`src/pkg/sfc_defines.vh`:
```
`ifndef SFC_DEFINES_VH
`define SFC_DEFINES_VH

// Opcodes
`define SFC_OP_SET_WRITE_LATCH_CMD_SET  8'h06
`define SFC_OP_SET_WRITE_LATCH_CMD_CLR  8'h04
`define SFC_OP_SR_RD_LO  8'h05
`define SFC_OP_SR_RD_HI  8'h35
`define SFC_OP_SR_WR     8'h01
`define SFC_OP_SR_VOL    8'h50
`define SFC_OP_READ      8'h03
`define SFC_OP_FAST      8'h0B
`define SFC_OP_DUAL_OUT  8'h3B
`define SFC_OP_QUAD_OUT  8'h6B
`define SFC_OP_DUAL_IO   8'hBB
`define SFC_OP_QUAD_IO   8'hEB
`define SFC_OP_WRAP_RD   8'h0C
`define SFC_OP_DTR_QIO   8'hED
`define SFC_OP_SET_WRAP  8'h77
`define SFC_OP_PGM       8'h02
`define SFC_OP_QPGM      8'h32
`define SFC_OP_SECT_ER   8'h20
`define SFC_OP_BLK32_ER  8'h52
`define SFC_OP_BLK64_ER  8'hD8
`define SFC_OP_CHIP_ER1  8'hC7
`define SFC_OP_CHIP_ER2  8'h60
`define SFC_OP_SEC_ER    8'h44
`define SFC_OP_SEC_PGM   8'h42
`define SFC_OP_SEC_RD    8'h48
`define SFC_OP_ID_LEG    8'h90
`define SFC_OP_ID        8'h9F
`define SFC_OP_SFDP      8'h5A
`define SFC_OP_QUAD_ON   8'h38
`define SFC_OP_QUAD_OFF  8'hFF

// Status layout
`define SFC_SR_BUSY_BIT  0
`define SFC_SR_WEL_BIT   1
`define SFC_SR_CMP_BIT   14
`define SFC_SR_WR_MASK   16'h79FC
`define SFC_SR_RESET     16'h0000

// Dummy clocks per command
`define SFC_DUMMY_SPI    5'h08
`define SFC_DUMMY_QPI    5'h04
`define SFC_DUMMY_QIO    5'h04
`define SFC_DUMMY_DTR    5'h09

// Wrap bits sampled on this clock (0 based) after the opcode
`define SFC_WRAP_CLK     4'h6

// Security register window
`define SFC_SEC_MIN      4'h1
`define SFC_SEC_MAX      4'h3

// Self-timed status write
`define SFC_CLK_NS       5
`define SFC_TW_NS        1000000
`define SFC_TW_CYC       (`SFC_TW_NS / `SFC_CLK_NS)

`endif

```
`src/logic/sfc_fifo.v`:
```
`timescale 1ns/1ps
module sfc_fifo #(
  parameter WIDTH = 8,
  parameter DEPTH = 8,
  parameter AW = 3
) (
  input wire clk_i,
  input wire rstn_i,
  input wire flush_i,
  input wire in_valid_i,
  output reg in_ready_o,
  input wire [WIDTH-1:0] in_data_i,
  output reg out_valid_o,
  input wire out_ready_i,
  output wire [WIDTH-1:0] out_data_o
);
  reg [WIDTH-1:0] mem_q [0:DEPTH-1];
  reg [AW-1:0] wp_q;
  reg [AW-1:0] rp_q;
  reg [AW:0] cnt_q;
  wire push = in_valid_i & in_ready_o;
  wire pop = out_ready_i & out_valid_o;
  wire [AW:0] cnt_d = cnt_q + {{AW{1'b0}}, push} - {{AW{1'b0}}, pop};

  // Head word sits in the storage registers
  assign out_data_o = mem_q[rp_q];

  // Storage write, no reset needed on data
  always @(posedge clk_i) begin
    if (push) begin
      mem_q[wp_q] <= in_data_i;
    end
  end

  // Pointers and registered flags
  always @(posedge clk_i or negedge rstn_i) begin
    if (!rstn_i) begin
      wp_q <= {AW{1'b0}};
      rp_q <= {AW{1'b0}};
      cnt_q <= {(AW+1){1'b0}};
      in_ready_o <= 1'b1;
      out_valid_o <= 1'b0;
    end else if (flush_i) begin
      wp_q <= {AW{1'b0}};
      rp_q <= {AW{1'b0}};
      cnt_q <= {(AW+1){1'b0}};
      in_ready_o <= 1'b1;
      out_valid_o <= 1'b0;
    end else begin
      if (push) begin
        wp_q <= (wp_q == DEPTH - 1) ? {AW{1'b0}} : wp_q + 1'b1;
      end
      if (pop) begin
        rp_q <= (rp_q == DEPTH - 1) ? {AW{1'b0}} : rp_q + 1'b1;
      end
      cnt_q <= cnt_d;
      in_ready_o <= (cnt_d != DEPTH);
      out_valid_o <= (cnt_d != {(AW+1){1'b0}});
    end
  end
endmodule

```
`src/logic/sfc_cmd_status.v`:
```
`timescale 1ns/1ps
`include "sfc_defines.vh"
module sfc_cmd_status #(
  parameter [23:0] TW_CYC = `SFC_TW_CYC,
  parameter [7:0] MAKER_ID = 8'hA5,
  parameter [15:0] DEV_ID = 16'h5A3C,
  parameter [7:0] LEGACY_ID = 8'h3C,
  parameter FIFO_DEPTH = 8
) (
  input wire mclk_i,
  input wire rstn_i,
  input wire cs_n_i,
  input wire sclk_i,
  input wire [3:0] io_i,
  output reg [3:0] io_o,
  output reg [3:0] io_oe_n_o,
  output reg [15:0] status_o,
  output reg write_latch_flag_o,
  output reg cycle_active_flag_o,
  output reg quad_command_mode_o,
  output reg [2:0] wrap_bits_o,
  output reg op_start_o,
  output reg [7:0] op_code_o,
  output reg [23:0] op_addr_o,
  input wire op_done_i,
  output reg rd_req_o,
  output reg [23:0] rd_addr_o,
  input wire [7:0] rd_data_i,
  input wire rd_valid_i,
  output wire rd_ready_o,
  output reg [7:0] pgm_data_o,
  output reg pgm_valid_o
);
  // MAKER_ID, DEV_ID and LEGACY_ID defaults are arbitrary values
  localparam PH_CMD = 3'd0;
  localparam PH_ADDR = 3'd1;
  localparam PH_MODE = 3'd2;
  localparam PH_DUMMY = 3'd3;
  localparam PH_DOUT = 3'd4;
  localparam PH_DIN = 3'd5;
  localparam PH_SKIP = 3'd6;

  // Lane count for the current phase
  function [2:0] lane_w;
    input [7:0] c;
    input [2:0] ph;
    input q;
    begin
      lane_w = 3'd1;
      if (q) begin
        lane_w = 3'd4;
      end else if (ph != PH_CMD) begin
        case (c)
          `SFC_OP_DUAL_IO: lane_w = 3'd2;
          `SFC_OP_DUAL_OUT: lane_w = (ph == PH_DOUT) ? 3'd2 : 3'd1;
          `SFC_OP_QUAD_OUT: lane_w = (ph == PH_DOUT) ? 3'd4 : 3'd1;
          `SFC_OP_QUAD_IO, `SFC_OP_DTR_QIO: lane_w = 3'd4;
          `SFC_OP_QPGM: lane_w = (ph == PH_DIN) ? 3'd4 : 3'd1;
          `SFC_OP_SET_WRAP: lane_w = 3'd4;
          default: lane_w = 3'd1;
        endcase
      end
    end
  endfunction

  // Shift lanes into a byte, highest lane is the more significant bit
  function [7:0] shin;
    input [7:0] s;
    input [3:0] io;
    input [2:0] w;
    begin
      case (w)
        3'd4: shin = {s[3:0], io};
        3'd2: shin = {s[5:0], io[1], io[0]};
        default: shin = {s[6:0], io[0]};
      endcase
    end
  endfunction

  function is_array_rd;
    input [7:0] c;
    begin
      case (c)
        `SFC_OP_READ, `SFC_OP_FAST, `SFC_OP_DUAL_OUT, `SFC_OP_QUAD_OUT,
        `SFC_OP_DUAL_IO, `SFC_OP_QUAD_IO, `SFC_OP_WRAP_RD, `SFC_OP_DTR_QIO,
        `SFC_OP_SFDP, `SFC_OP_SEC_RD: is_array_rd = 1'b1;
        default: is_array_rd = 1'b0;
      endcase
    end
  endfunction

  // Dummy length in sampling edges; DDR counts both edges
  function [4:0] dummy_len;
    input [7:0] c;
    input q;
    begin
      case (c)
        `SFC_OP_FAST, `SFC_OP_SFDP: dummy_len = q ? `SFC_DUMMY_QPI : `SFC_DUMMY_SPI;
        `SFC_OP_DUAL_OUT, `SFC_OP_QUAD_OUT, `SFC_OP_SEC_RD: dummy_len = `SFC_DUMMY_SPI;
        `SFC_OP_QUAD_IO: dummy_len = `SFC_DUMMY_QIO;
        `SFC_OP_WRAP_RD: dummy_len = `SFC_DUMMY_QPI;
        `SFC_OP_DTR_QIO: dummy_len = `SFC_DUMMY_DTR
          + `SFC_DUMMY_DTR;
        default: dummy_len = 5'h00;
      endcase
    end
  endfunction

  function [2:0] first_ph;
    input [7:0] c;
    input busy;
    begin
      case (c)
        `SFC_OP_SR_RD_LO, `SFC_OP_SR_RD_HI, `SFC_OP_ID: first_ph = PH_DOUT;
        `SFC_OP_SR_WR, `SFC_OP_SET_WRAP: first_ph = PH_DIN;
        `SFC_OP_PGM, `SFC_OP_QPGM, `SFC_OP_SECT_ER, `SFC_OP_BLK32_ER,
        `SFC_OP_BLK64_ER, `SFC_OP_SEC_ER, `SFC_OP_SEC_PGM, `SFC_OP_ID_LEG: first_ph = PH_ADDR;
        default: first_ph = (is_array_rd(c) && !busy) ? PH_ADDR : PH_SKIP;
      endcase
    end
  endfunction

  function [2:0] after_addr;
    input [7:0] c;
    input [4:0] d;
    begin
      case (c)
        `SFC_OP_DUAL_IO, `SFC_OP_QUAD_IO, `SFC_OP_DTR_QIO: after_addr = PH_MODE;
        `SFC_OP_PGM, `SFC_OP_QPGM, `SFC_OP_SEC_PGM: after_addr = PH_DIN;
        `SFC_OP_SECT_ER, `SFC_OP_BLK32_ER, `SFC_OP_BLK64_ER, `SFC_OP_SEC_ER:
          after_addr = PH_SKIP;
        default: after_addr = (d != 5'h00) ? PH_DUMMY : PH_DOUT;
      endcase
    end
  endfunction

  function sec_ok;
    input [23:0] a;
    begin
      sec_ok = (a[23:16] == 8'h00) && (a[15:12] >= `SFC_SEC_MIN) &&
               (a[15:12] <= `SFC_SEC_MAX) && (a[11:10] == 2'b00);
    end
  endfunction

  // Pin synchronisers; stage one feeds stage two only
  reg [5:0] pin_s1_q;
  reg [5:0] pin_s2_q;
  reg csn_s3_q;
  reg sclk_s3_q;
  always @(posedge mclk_i or negedge rstn_i) begin
    if (!rstn_i) begin
      pin_s1_q <= 6'h2F; // Serial clock idles low, so no false edge after reset
      pin_s2_q <= 6'h2F;
      csn_s3_q <= 1'b1;
      sclk_s3_q <= 1'b0;
    end else begin
      pin_s1_q <= {cs_n_i, sclk_i, io_i};
      pin_s2_q <= pin_s1_q;
      csn_s3_q <= pin_s2_q[5];
      sclk_s3_q <= pin_s2_q[4];
    end
  end

  wire csn_s = pin_s2_q[5];
  wire sclk_s = pin_s2_q[4];
  wire [3:0] io_s = pin_s2_q[3:0];
  wire cs_fall = ~csn_s & csn_s3_q;
  wire cs_rise = csn_s & ~csn_s3_q;
  wire frame = ~csn_s;
  wire sck_rise = sclk_s & ~sclk_s3_q;
  wire sck_fall = ~sclk_s & sclk_s3_q;

  reg [7:0] cmd_q;
  reg cmd_ok_q;
  reg [2:0] ph_q;
  reg [3:0] cnt_q;
  reg [1:0] nbyte_q;
  reg [23:0] addr_q;
  reg [4:0] dcnt_q;
  reg [7:0] sh_q;
  reg [3:0] clk_q;
  reg ddr_q;
  reg [7:0] wlo_q;
  reg [7:0] whi_q;
  reg [15:0] stat_q;
  reg wel_q;
  reg busy_q;
  reg arm_q;
  reg op_act_q;
  reg [23:0] wt_q;
  reg [7:0] ob_q;
  reg [2:0] ocnt_q;
  reg [1:0] obyte_q;
  wire fifo_ov;
  wire [7:0] fifo_od;

  // Edges on which this device samples and launches
  wire in_stb = frame & ~cs_fall & (sck_rise | (ddr_q & sck_fall));
  wire out_stb = frame & ~cs_fall & (sck_fall | (ddr_q & sck_rise));

  reg [2:0] w;
  reg [7:0] sh_nx;
  reg [3:0] cnt_nx;
  reg byte_done;
  reg [15:0] sview;
  reg [7:0] src;
  reg [7:0] ob_cur;
  reg [3:0] osum;
  reg [15:0] wr_new;
  reg wr_ok;
  reg fifo_pop;
  always @* begin
    w = lane_w(cmd_q, ph_q, quad_command_mode_o);
    sh_nx = shin(sh_q, io_s, w);
    cnt_nx = cnt_q + {1'b0, w};
    byte_done = in_stb && (cnt_nx == 4'h8);
    sview = {stat_q[15:2], wel_q, busy_q};
    // Output byte source
    case (cmd_q)
      `SFC_OP_SR_RD_LO: src = sview[7:0];
      `SFC_OP_SR_RD_HI: src = sview[15:8];
      `SFC_OP_ID: src = (obyte_q == 2'd0) ? MAKER_ID :
                        (obyte_q == 2'd1) ? DEV_ID[15:8] : DEV_ID[7:0];
      `SFC_OP_ID_LEG: src = (obyte_q == 2'd0) ? MAKER_ID : LEGACY_ID;
      default: src = fifo_ov ? fifo_od : 8'hFF; // Underrun reads as erased
    endcase
    ob_cur = (ocnt_q == 3'd0) ? src : ob_q;
    osum = {1'b0, ocnt_q} + {1'b0, w};
    fifo_pop = out_stb && (ph_q == PH_DOUT) && (ocnt_q == 3'd0) && is_array_rd(cmd_q);
    // Status write merge, protected bits kept
    if (nbyte_q == 2'd1) begin
      wr_new = (stat_q & ~`SFC_SR_WR_MASK) | ({stat_q[15:8], wlo_q} & `SFC_SR_WR_MASK);
      wr_new[`SFC_SR_CMP_BIT] = 1'b0;
    end else begin
      wr_new = (stat_q & ~`SFC_SR_WR_MASK) | ({whi_q, wlo_q} & `SFC_SR_WR_MASK);
    end
    wr_ok = (wel_q | arm_q) && !busy_q && (ph_q == PH_DIN) && (cnt_q == 4'h0) &&
            (nbyte_q == 2'd1 || nbyte_q == 2'd2);
  end

  // Command engine, flags and self-timed cycle
  always @(posedge mclk_i or negedge rstn_i) begin
    if (!rstn_i) begin
      cmd_q <= 8'h00;
      cmd_ok_q <= 1'b0;
      ph_q <= PH_SKIP;
      cnt_q <= 4'h0;
      nbyte_q <= 2'd0;
      addr_q <= 24'h000000;
      dcnt_q <= 5'h00;
      sh_q <= 8'h00;
      clk_q <= 4'h0;
      ddr_q <= 1'b0;
      wlo_q <= 8'h00;
      whi_q <= 8'h00;
      stat_q <= `SFC_SR_RESET;
      wel_q <= 1'b0;
      busy_q <= 1'b0;
      arm_q <= 1'b0;
      op_act_q <= 1'b0;
      wt_q <= 24'h000000;
      quad_command_mode_o <= 1'b0;
      wrap_bits_o <= 3'h0;
      op_start_o <= 1'b0;
      op_code_o <= 8'h00;
      op_addr_o <= 24'h000000;
      rd_req_o <= 1'b0;
      rd_addr_o <= 24'h000000;
      pgm_data_o <= 8'h00;
      pgm_valid_o <= 1'b0;
      status_o <= `SFC_SR_RESET;
      write_latch_flag_o <= 1'b0;
      cycle_active_flag_o <= 1'b0;
    end else begin
      op_start_o <= 1'b0;
      rd_req_o <= 1'b0;
      pgm_valid_o <= 1'b0;
      status_o <= sview;
      write_latch_flag_o <= wel_q;
      cycle_active_flag_o <= busy_q;
      // Completion of the timed status write or of an array operation
      if (wt_q != 24'h000000) begin
        wt_q <= wt_q - 24'h000001;
      end
      if (wt_q == 24'h000001 || (op_act_q && op_done_i)) begin
        busy_q <= 1'b0;
        wel_q <= 1'b0;
        op_act_q <= 1'b0;
      end
      if (cs_fall) begin
        ph_q <= PH_CMD;
        cnt_q <= 4'h0;
        nbyte_q <= 2'd0;
        clk_q <= 4'h0;
        ddr_q <= 1'b0;
        cmd_ok_q <= 1'b0;
      end else if (cs_rise && cmd_ok_q) begin
        // Frame end actions; a frame without a whole opcode does nothing
        ph_q <= PH_SKIP;
        ddr_q <= 1'b0;
        if (cmd_q != `SFC_OP_SR_VOL) begin
          arm_q <= 1'b0;
        end
        case (cmd_q)
          `SFC_OP_SET_WRITE_LATCH_CMD_SET: wel_q <= 1'b1;
          `SFC_OP_SET_WRITE_LATCH_CMD_CLR: begin
            if (!busy_q) begin
              wel_q <= 1'b0;
            end
          end
          `SFC_OP_SR_VOL: arm_q <= 1'b1;
          `SFC_OP_QUAD_ON: quad_command_mode_o <= 1'b1;
          `SFC_OP_QUAD_OFF: quad_command_mode_o <= 1'b0;
          `SFC_OP_SR_WR: begin
            if (wr_ok) begin
              stat_q <= wr_new;
              if (!arm_q) begin
                busy_q <= 1'b1;
                wt_q <= TW_CYC;
              end
            end
          end
          default: begin
            // Only listed writes and erases start; unknown opcodes must never reach the array
            if (wel_q && !busy_q && !op_act_q &&
                ((cmd_q == `SFC_OP_CHIP_ER1) || (cmd_q == `SFC_OP_CHIP_ER2) ||
                 ((ph_q == PH_DIN) && ((cmd_q == `SFC_OP_PGM) || (cmd_q == `SFC_OP_QPGM) ||
                   (cmd_q == `SFC_OP_SEC_PGM && sec_ok(addr_q)))) ||
                 ((ph_q == PH_SKIP) && ((cmd_q == `SFC_OP_SECT_ER) ||
                   (cmd_q == `SFC_OP_BLK32_ER) || (cmd_q == `SFC_OP_BLK64_ER) ||
                   (cmd_q == `SFC_OP_SEC_ER && sec_ok(addr_q)))))) begin
              op_start_o <= 1'b1;
              op_code_o <= cmd_q;
              op_addr_o <= addr_q;
              op_act_q <= 1'b1;
              busy_q <= 1'b1;
            end
          end
        endcase
      end else if (in_stb && ph_q == PH_DUMMY) begin
        dcnt_q <= dcnt_q - 5'h01;
        if (dcnt_q <= 5'h01) begin
          ph_q <= PH_DOUT;
        end
      end else if (in_stb && ph_q != PH_DOUT && ph_q != PH_SKIP) begin
        sh_q <= sh_nx;
        cnt_q <= byte_done ? 4'h0 : cnt_nx;
        if (clk_q != 4'hF) begin
          clk_q <= clk_q + 4'h1;
        end
        if (cmd_q == `SFC_OP_SET_WRAP && ph_q == PH_DIN && clk_q == `SFC_WRAP_CLK) begin
          wrap_bits_o <= io_s[2:0];
        end
        if (byte_done) begin
          case (ph_q)
            PH_CMD: begin
              cmd_q <= sh_nx;
              cmd_ok_q <= 1'b1;
              ph_q <= first_ph(sh_nx, busy_q);
              clk_q <= 4'h0;
              ddr_q <= (sh_nx == `SFC_OP_DTR_QIO);
            end
            PH_ADDR: begin
              addr_q <= {addr_q[15:0], sh_nx};
              nbyte_q <= nbyte_q + 2'd1;
              if (nbyte_q == 2'd2) begin
                nbyte_q <= 2'd0;
                dcnt_q <= dummy_len(cmd_q, quad_command_mode_o);
                ph_q <= after_addr(cmd_q, dummy_len(cmd_q, quad_command_mode_o));
                if (is_array_rd(cmd_q) &&
                    (cmd_q != `SFC_OP_SEC_RD || sec_ok({addr_q[15:0], sh_nx}))) begin
                  rd_req_o <= 1'b1;
                  rd_addr_o <= {addr_q[15:0], sh_nx};
                end
              end
            end
            PH_MODE: ph_q <= (dcnt_q != 5'h00) ? PH_DUMMY : PH_DOUT;
            PH_DIN: begin
              if (nbyte_q == 2'd0) begin
                wlo_q <= sh_nx;
              end
              if (nbyte_q == 2'd1) begin
                whi_q <= sh_nx;
              end
              if (nbyte_q != 2'd3) begin
                nbyte_q <= nbyte_q + 2'd1; // Third byte poisons a status write
              end
              if (cmd_q == `SFC_OP_PGM || cmd_q == `SFC_OP_QPGM || cmd_q == `SFC_OP_SEC_PGM) begin
                pgm_data_o <= sh_nx;
                pgm_valid_o <= wel_q & ~busy_q;
              end
            end
            default: ph_q <= PH_SKIP;
          endcase
        end
      end
    end
  end

  // Output shifter, launched on the falling edge, and on both edges in DDR
  always @(posedge mclk_i or negedge rstn_i) begin
    if (!rstn_i) begin
      io_o <= 4'h0;
      io_oe_n_o <= 4'hF;
      ob_q <= 8'h00;
      ocnt_q <= 3'd0;
      obyte_q <= 2'd0;
    end else if (!frame || cs_fall) begin
      io_o <= 4'h0;
      io_oe_n_o <= 4'hF;
      ocnt_q <= 3'd0;
      obyte_q <= 2'd0;
    end else if (out_stb && ph_q == PH_DOUT) begin
      case (w)
        3'd4: begin
          io_o <= ob_cur[7:4];
          io_oe_n_o <= 4'h0;
        end
        3'd2: begin
          io_o <= {2'b00, ob_cur[7], ob_cur[6]};
          io_oe_n_o <= 4'hC;
        end
        default: begin
          io_o <= {2'b00, ob_cur[7], 1'b0};
          io_oe_n_o <= 4'hD;
        end
      endcase
      ob_q <= ob_cur << w;
      ocnt_q <= osum[2:0];
      if (osum[3]) begin
        if ((cmd_q == `SFC_OP_ID && obyte_q == 2'd2) ||
            (cmd_q == `SFC_OP_ID_LEG && obyte_q == 2'd1)) begin
          obyte_q <= 2'd0;
        end else if (obyte_q != 2'd3) begin
          obyte_q <= obyte_q + 2'd1;
        end
      end
    end
  end

  // Read data buffer from the array side
  sfc_fifo #(
    .WIDTH(8),
    .DEPTH(FIFO_DEPTH),
    .AW(3)
  ) u_rd_fifo (
    .clk_i(mclk_i),
    .rstn_i(rstn_i),
    .flush_i(cs_fall),
    .in_valid_i(rd_valid_i),
    .in_ready_o(rd_ready_o),
    .in_data_i(rd_data_i),
    .out_valid_o(fifo_ov),
    .out_ready_i(fifo_pop),
    .out_data_o(fifo_od)
  );
endmodule

```
`config.mk`:
```
export PLATFORM = sky130hd
export DESIGN_NAME = sfc_cmd_status
export DESIGN_NICKNAME = d
export VERILOG_FILES = /design/src/logic/sfc_fifo.v /design/src/logic/sfc_cmd_status.v
export VERILOG_INCLUDE_DIRS = /design/src /design/src/pkg
export SDC_FILE = /design/constraint.sdc
export NUM_CORES = 1
export LEC_CHECK = 0
export BUFFER_PORTS_ARGS = -buffer_cell sky130_fd_sc_hd__buf_4
export CAP_MARGIN = 30
export CORE_ASPECT_RATIO = 1.2
export CORE_MARGIN = 4
export CORE_UTILIZATION = 50
export CTS_CLUSTER_DIAMETER = 40
export DETAILED_ROUTE_END_ITERATION = 7
export PLACE_DENSITY = 0.68
export SYNTH_ARGS = -nofsm -noshare
export SYNTH_HDL_FRONTEND = slang
export SYNTH_SLANG_ARGS = --single-unit
```
`constraint.sdc`:
```
create_clock -name mclk_i -period 6.4 [get_ports mclk_i]
set_input_delay 0.96 -clock mclk_i [delete_from_list [all_inputs] [get_ports mclk_i]]
set_output_delay 0.96 -clock mclk_i [all_outputs]
set_load 0.1 [all_outputs]
```
After elaboration in Yosys (flattened, before gate mapping) --
Memory sizes are Yosys's and may differ from the RTL's. Cells that the tools add are included.
Cells by class: equal/unequal tests 85, $lt $le $gt $ge 5, add/subtract/negate cells 11, muxes and demuxes 154, reduce and logical (&&, ||, !) cells 117, shifts and indexed selects 1, bitwise gates (word level) 27
Operator list (count):
- 2-to-1 mux 24 bit | 6
- equality test 8 x 7 -> 1 bit, second input constant | 16
- equality test 8 bit, second input constant | 14
- equality test 8 x 6 -> 1 bit, second input constant | 9
- 2-to-1 mux 4 bit | 18
- 2-to-1 mux 1 bit | 68
- 2-to-1 mux 3 bit | 22
- 2-to-1 mux 5 bit | 8
- equality test 8 x 2 -> 1 bit, second input constant | 4
- equality test 8 x 3 -> 1 bit, second input constant | 4
- equality test 8 x 4 -> 1 bit, second input constant | 4
- logical AND 1 bit | 32
- 2-to-1 mux 8 bit | 4
- bitwise OR 16 x 15 -> 16 bit | 2
- one-hot mux 8 bit (4 select lines) | 1
- 2-to-1 mux 2 bit | 13
- nonzero test 2 bit | 13
- equality test 24 x 1 -> 1 bit, second input constant | 1
- AND reduction 6 bit | 4
- nonzero test 24 bit | 1
- subtractor 24 x 1 -> 24 bit, second input constant | 1
- AND reduction 7 bit | 3
- one-hot mux 5 bit (4 select lines) | 1
- OR reduction 10 bit | 2
- other kinds (60) | 149
Word-level totals: memories kept 1, bits in writable memories 64, bits in registers 254, bits of input ports 18
Memory list:
- u_rd_fifo.mem_q | words 8, bits a word 8, read ports 1, clocked after Yosys merged registers in 0, write ports 1, line sfc_fifo.v:17 | reg [WIDTH-1:0] mem_q [0:DEPTH-1];

Logic depth before layout (Yosys ltp) --
depth after elaboration 26, gate-level depth with buffers 20

By module --
A second synthesis with hierarchy kept.
Unflattened totals: cell total of the unflattened synthesis 1371, area, all modules 14363.8 sq um
By module, submodules not included:
- sfc_cmd_status | instances 1, cells each 1205, sequential area each 5700.5 sq um, area each 11203.2 sq um
- sfc_fifo | instances 1, cells each 166, sequential area each 2223.4 sq um, area each 3160.5 sq um

Worst setup path before layout --
OpenSTA, ideal clock, no wires.
path type reg-to-reg, start point register cmd_q[3], end point register dcnt_q[2], cell stages (with the launch flop) 14, data required time 6.279 ns, clock period less this slack 4.417 ns, setup time 0.121 ns, path slack 1.983 ns, data arrival time 4.296 ns, path through dfrtp_1 > or4b_4 > o311a_1 > o32a_2 > inv_2 > buf_2 > ha_1 > fa_1 > nor4_1 > and2_1 > a21oi_1 > nor4b_1 > o21ai_0 > a22o_1
Between the ends: cells in the longest elaborated chain, start to end 10, elaborated cells on any way between the ends 29, classes of those cells add/sub (1); eq/ne (12); mux (9); reduce/logical (7)
Ends and longest elaborated chain:
- from (decl) | line sfc_cmd_status.v:173 | reg [7:0] cmd_q;
- from (signal assigned) | line sfc_cmd_status.v:357 | cmd_q <= sh_nx;
- equality test 8 x 7 -> 1 bit / equality test 8 bit (equally long branches) | line sfc_cmd_status.v:53, sfc_cmd_status.v:97
- OR reduction 3 bit (no source line)
- one-hot mux 3 bit (5 select lines) | line sfc_cmd_status.v:53 | case (c)
- 2-to-1 mux 3 bit | line sfc_cmd_status.v:52 | end else if (ph != PH_CMD) begin
- 2-to-1 mux 3 bit | line sfc_cmd_status.v:50 | if (q) begin
- adder 4 x 3 -> 4 bit | line sfc_cmd_status.v:215 | cnt_nx = cnt_q + {1'b0, w};
- equality test 4 bit | line sfc_cmd_status.v:216 | byte_done = in_stb && (cnt_nx == 4'h8);
- logical AND 1 bit | line sfc_cmd_status.v:216
- nonzero test 2 bit (no source line)
- AND reduction 6 bit (no source line)
- to (signal assigned) | line sfc_cmd_status.v:341 | dcnt_q <= dcnt_q - 5'h01;
- to (signal assigned) | line sfc_cmd_status.v:368 | dcnt_q <= dummy_len(cmd_q, quad_command_mode_o);
- to (decl) | line sfc_cmd_status.v:179 | reg [4:0] dcnt_q;
Parallel ways exist; a longest one is shown, timed or not. The select of a mux whose other input is x is not followed. A chain may end at the register's enable or synchronous reset.

Worst setup path in the final report --
start point register cmd_q[1], end point register rd_addr_o[18]
Between the ends: cells in the longest elaborated chain, start to end 12, elaborated cells on any way between the ends 32, classes of those cells add/sub (1); eq/ne (14); mux (11); reduce/logical (6)
Ends and longest elaborated chain:
- branches (longest 11 deep; another with adder 4 x 3 -> 4 bit)
- AND reduction 8 bit (no source line) (*)
- to (signal assigned) | line sfc_cmd_status.v:373 | rd_addr_o <= {addr_q[15:0], sh_nx};
- to (decl) | line sfc_cmd_status.v:27 | output reg [23:0] rd_addr_o,
Mark *: on every way between the ends. The select of a mux whose other input is x is not followed.

==> summary.md <==
| Metric | Value |
|---|---|
| Status | complete, no violations |
| RePlAce Congestion | about 0.9 |
| Proportion of layout cells with a drive suffix above 1 | ~23% |
| Post-Route WL | around 35 mm |
| Total number of vias | about 10000 |
| Ys flop type | dfrtp_1 |
| Post-Syn Area | 0.01428 mm^2 |
| Fin crit share | 84.26% |
| Largest net degree at the start of global routing | 92 |
| Clock sink total | 303 |
| Synth warnings | 0 |
| Number of global-route vias before repair | about 11000 |
| Yosys reg bits | between 300 and 400 |
| Post-cts resize count | 0 |
| Finished Layout Cells | 1811 |
| Initial drt markers | 780 |
| Initial antenna violation count | 1 |
| RSZ-0062 raised after global routing | no |
| First-pass GRT wire length | between 50 and 60 mm |
| Cell Chain, Critical Path | or4b_4, o311a_1, o32a_2, inv_2, ha_1, fa_1, nor4_1, nand2_1, or3_1, buf_4, nor3_1, nand2_1, clkinv_1, nand2_1, nand2_1 |
| Post-CTS Setup Bufs | 0 |
| Post-route ant nets | 0 |
| CTS Buf Count | 41 |
| Cts hold-fix bufs | 0 |
| Final instance area | between 0.015 and 0.02 mm^2 |
| Port bufs | around 110 |
| Setup-failing EPs final | 0 |
| Final Hold Vio Count | 0 |
| Crit path kind | reg2reg |
| Most numerous cell on the critical path | nand2_1 |
| CP max-delay cell | dfrtp_1 |
| Clk_lat worst skew | around 530 ps |
| Min-delay worst type | reg2reg |
| Final net count | 1454 |
| ANT cells | 0 |
| Worst path max stage delay | around 690 ps |
| CTS tree | built |
| Die extent in y | 193.1 um |
| Fillers | between 2000 and 2500 |
| Slew of the pin with the lowest slew margin | a little over 1000 ps |
| Mean Syn Cell Area | between 10 and 15 um^2 |
| Critical path endpoint category | flop |
| Root Buffer | clkbuf_16 |
| Pwr Density | ~310 mW/mm^2 |
| Drt via density | ~5.7 |
| Sequential fraction of the synthesis area | a little under three fifths |
| Leak | about 7.5 nW |
| Slew Viols, Final | 0 |
| Initial Util | between 50 and 60% |
| Syn Inst Count | roughly 1300 |
| Worst VDD drop | around 390 uV |
| Wire length per cell | 19.54 um |
| Post-synth EDFFs | 64 |
| Max Freq | 185.4 MHz |
| Number of distinct library cells after synthesis | between 80 and 90 |
| Worst EP required | about 7000 ps |
| Number of detailed-route iterations in the first pass | 5 |
| Slew margin rel. | between 30% and 40% |
| Setup TNS | 0 ps |
| GRT overflow | 0 |
| Commonest non-fill, non-tap cell in the layout | dfrtp_1 |
| Critical Path Fanout Max | 32 |
| Async SR Flop Fraction | about four fifths |
| Tot GR Track Use | 22.99% |
| Placed Area | around 0.015 mm^2 |
| Rows | 67 |
| Max-Cap Viols | 0 |
| CTS H-Tree Depth | 2 |
| CP Launch Type | flop |
| Layout Skew | between 15 and 20 ps |
| Full die area | ~0.031 mm^2 |
| Most frequent cells in the layout | dfrtp_1 (222), nand2_1 (175), buf_4 (128) |
| Post-route minimum period | between 5000 and 6000 ps |
| Ports | 116 |
| Core area | ~0.028 mm^2 |
| CTS max path bufs | 3 |
| WP data arrival | 5860 ps |
| Placed cells | between 1500 and 2000 |
| DP Wirelength | approximately 25 mm |
| # DRC | 0 |
| Die Wd | between 150 and 200 um |
| Area Overhead vs Synth | 18.55% |
| Register clock-pin slew on the reported worst setup and hold paths | about 60 ps |
-- worst max-delay path, delay by kind of cell (launching register included) --
kind            cells  cell delay (ps)
compound gates      2              650
flops               1              690
fa+ha+maj           2              700
simple gates        8             2310
buf+inv             3              970
-- flip-flops by register name, summed over array words and instances (netlist names), 5 cells and up --
signal / flops
dcnt_q: 5
pgm_data_o: 8
pin_s2_q: 6
addr_q: 24
op_addr_o: 24
wlo_q: 6
cmd_q: 8
pin_s1_q: 6
whi_q: 5
sh_q: 7
status_o: 13
u_rd_fifo.mem_q: 64
rd_addr_o: 24
op_code_o: 8
wt_q: 24
ob_q: 8
stat_q: 11
-- Yosys cell counts, types with 6 or more instances --
library cell    n  share of area (%)
ha_1           30                2.6
mux2i_1        12               0.84
buf_4           7               0.37
a211oi_1       15               0.79
and2_1          7               0.31
mux2_2         69                5.4
a21o_1          7               0.37
nor3b_1        10               0.53
nor2b_1        14               0.61
nor2_1         91                2.4
nand3b_1        8               0.42
or3_1          12               0.53
xnor2_1        17                1.0
o21ai_0        91                3.2
a21oi_1        54                1.9
nand2_1       175                4.6
clkbuf_1       57                1.5
nor3_1         34                1.2
xor2_1         11               0.67
dfrtp_1       222                 39
or4_1          10               0.53
or2_2          10               0.44
a22o_1          8               0.49
nand3_1        19               0.67
nand2b_1       17               0.74
nor4_1         26                1.1
dfstp_2        17                3.1
buf_2           7               0.25
o31ai_1         6               0.32
inv_1          34               0.89
mux4_2         16                2.5
o211ai_1        9               0.47
and3_1          7               0.31
nand4_1         6               0.26
edfxtp_1       64                 13
-- final timing paths --
check	slack [ps]	depth (start not counted)	from	endpoint
worst max-delay path	1010	15	cmd_q[1]	rd_addr_o[18]
worst max register to register	1010	15	cmd_q[1]	rd_addr_o[18]
min in group asynchronous	440	1	rstn_i	wt_q[20]
worst min-delay path	340	0	pin_s1_q[4]	pin_s2_q[4]
worst min register to register	340	0	pin_s1_q[4]	pin_s2_q[4]
max in group asynchronous	4780	3	rstn_i	pin_s2_q[0]
-- per-stage QoR --
step | hold WS [ps] | power (mW) | setup slack, ps | utilization (%)
2_1_floorplan | 331.2 | 2.680 | 1983 | -
3_3_place_gp | 335.6 | 2.945 | 1166 | 54.98
3_5_place_dp | 335.8 | 2.961 | 1074 | 55.08
4_1_cts | 344.5 | 5.291 | 1034 | 60.08
5_1_grt | 355.0 | 5.470 | 416.6 | 60.28
6_report | 345.0 | 5.243 | 1008 | 60.28
-- final cells by class --
cell class	count	area [um^2]	area share, %
clock buffers	46	1076	6.356
repair buffers	132	1059	6.253
flip-flops and latches	303	7924	46.81
multi-input cells	887	5924	35.00
clock inverters	26	329.1	1.944
inverters	38	142.6	0.8426
well taps	379	474.2	2.801
-- power by group --
part | internal, mW | total, mW | switching (mW)
combinational | 0.268 | 0.734 | 0.466
sequential | 2.09 | 2.20 | 0.103
clock | 1.44 | 2.31 | 0.878
total | 3.80 | 5.24 | 1.45
-- metal layers --
metal  vias up  wire length, um  global-route usage, %
met5         -                8                      0
met4         2             1509                  9.567
met3        81             1944                  4.125
met2       334            17030                  38.35
met1      5079            14890                  29.93
li1       4886                -                      -
-- logic make-up (layout without fill, tap and decap cells) --
logic type	count (synthesis)	after routing	synth area share (%)
compound gates	253	253	11.26
mux	97	97	8.806
other cells	1	3	0.02626
flops	303	303	55.49
buf+inv	114	242	3.242
xor+xnor	28	28	1.717
fa+ha+maj	33	33	3.049
simple gates	473	473	16.41
Power figures use the tool's default switching activity.
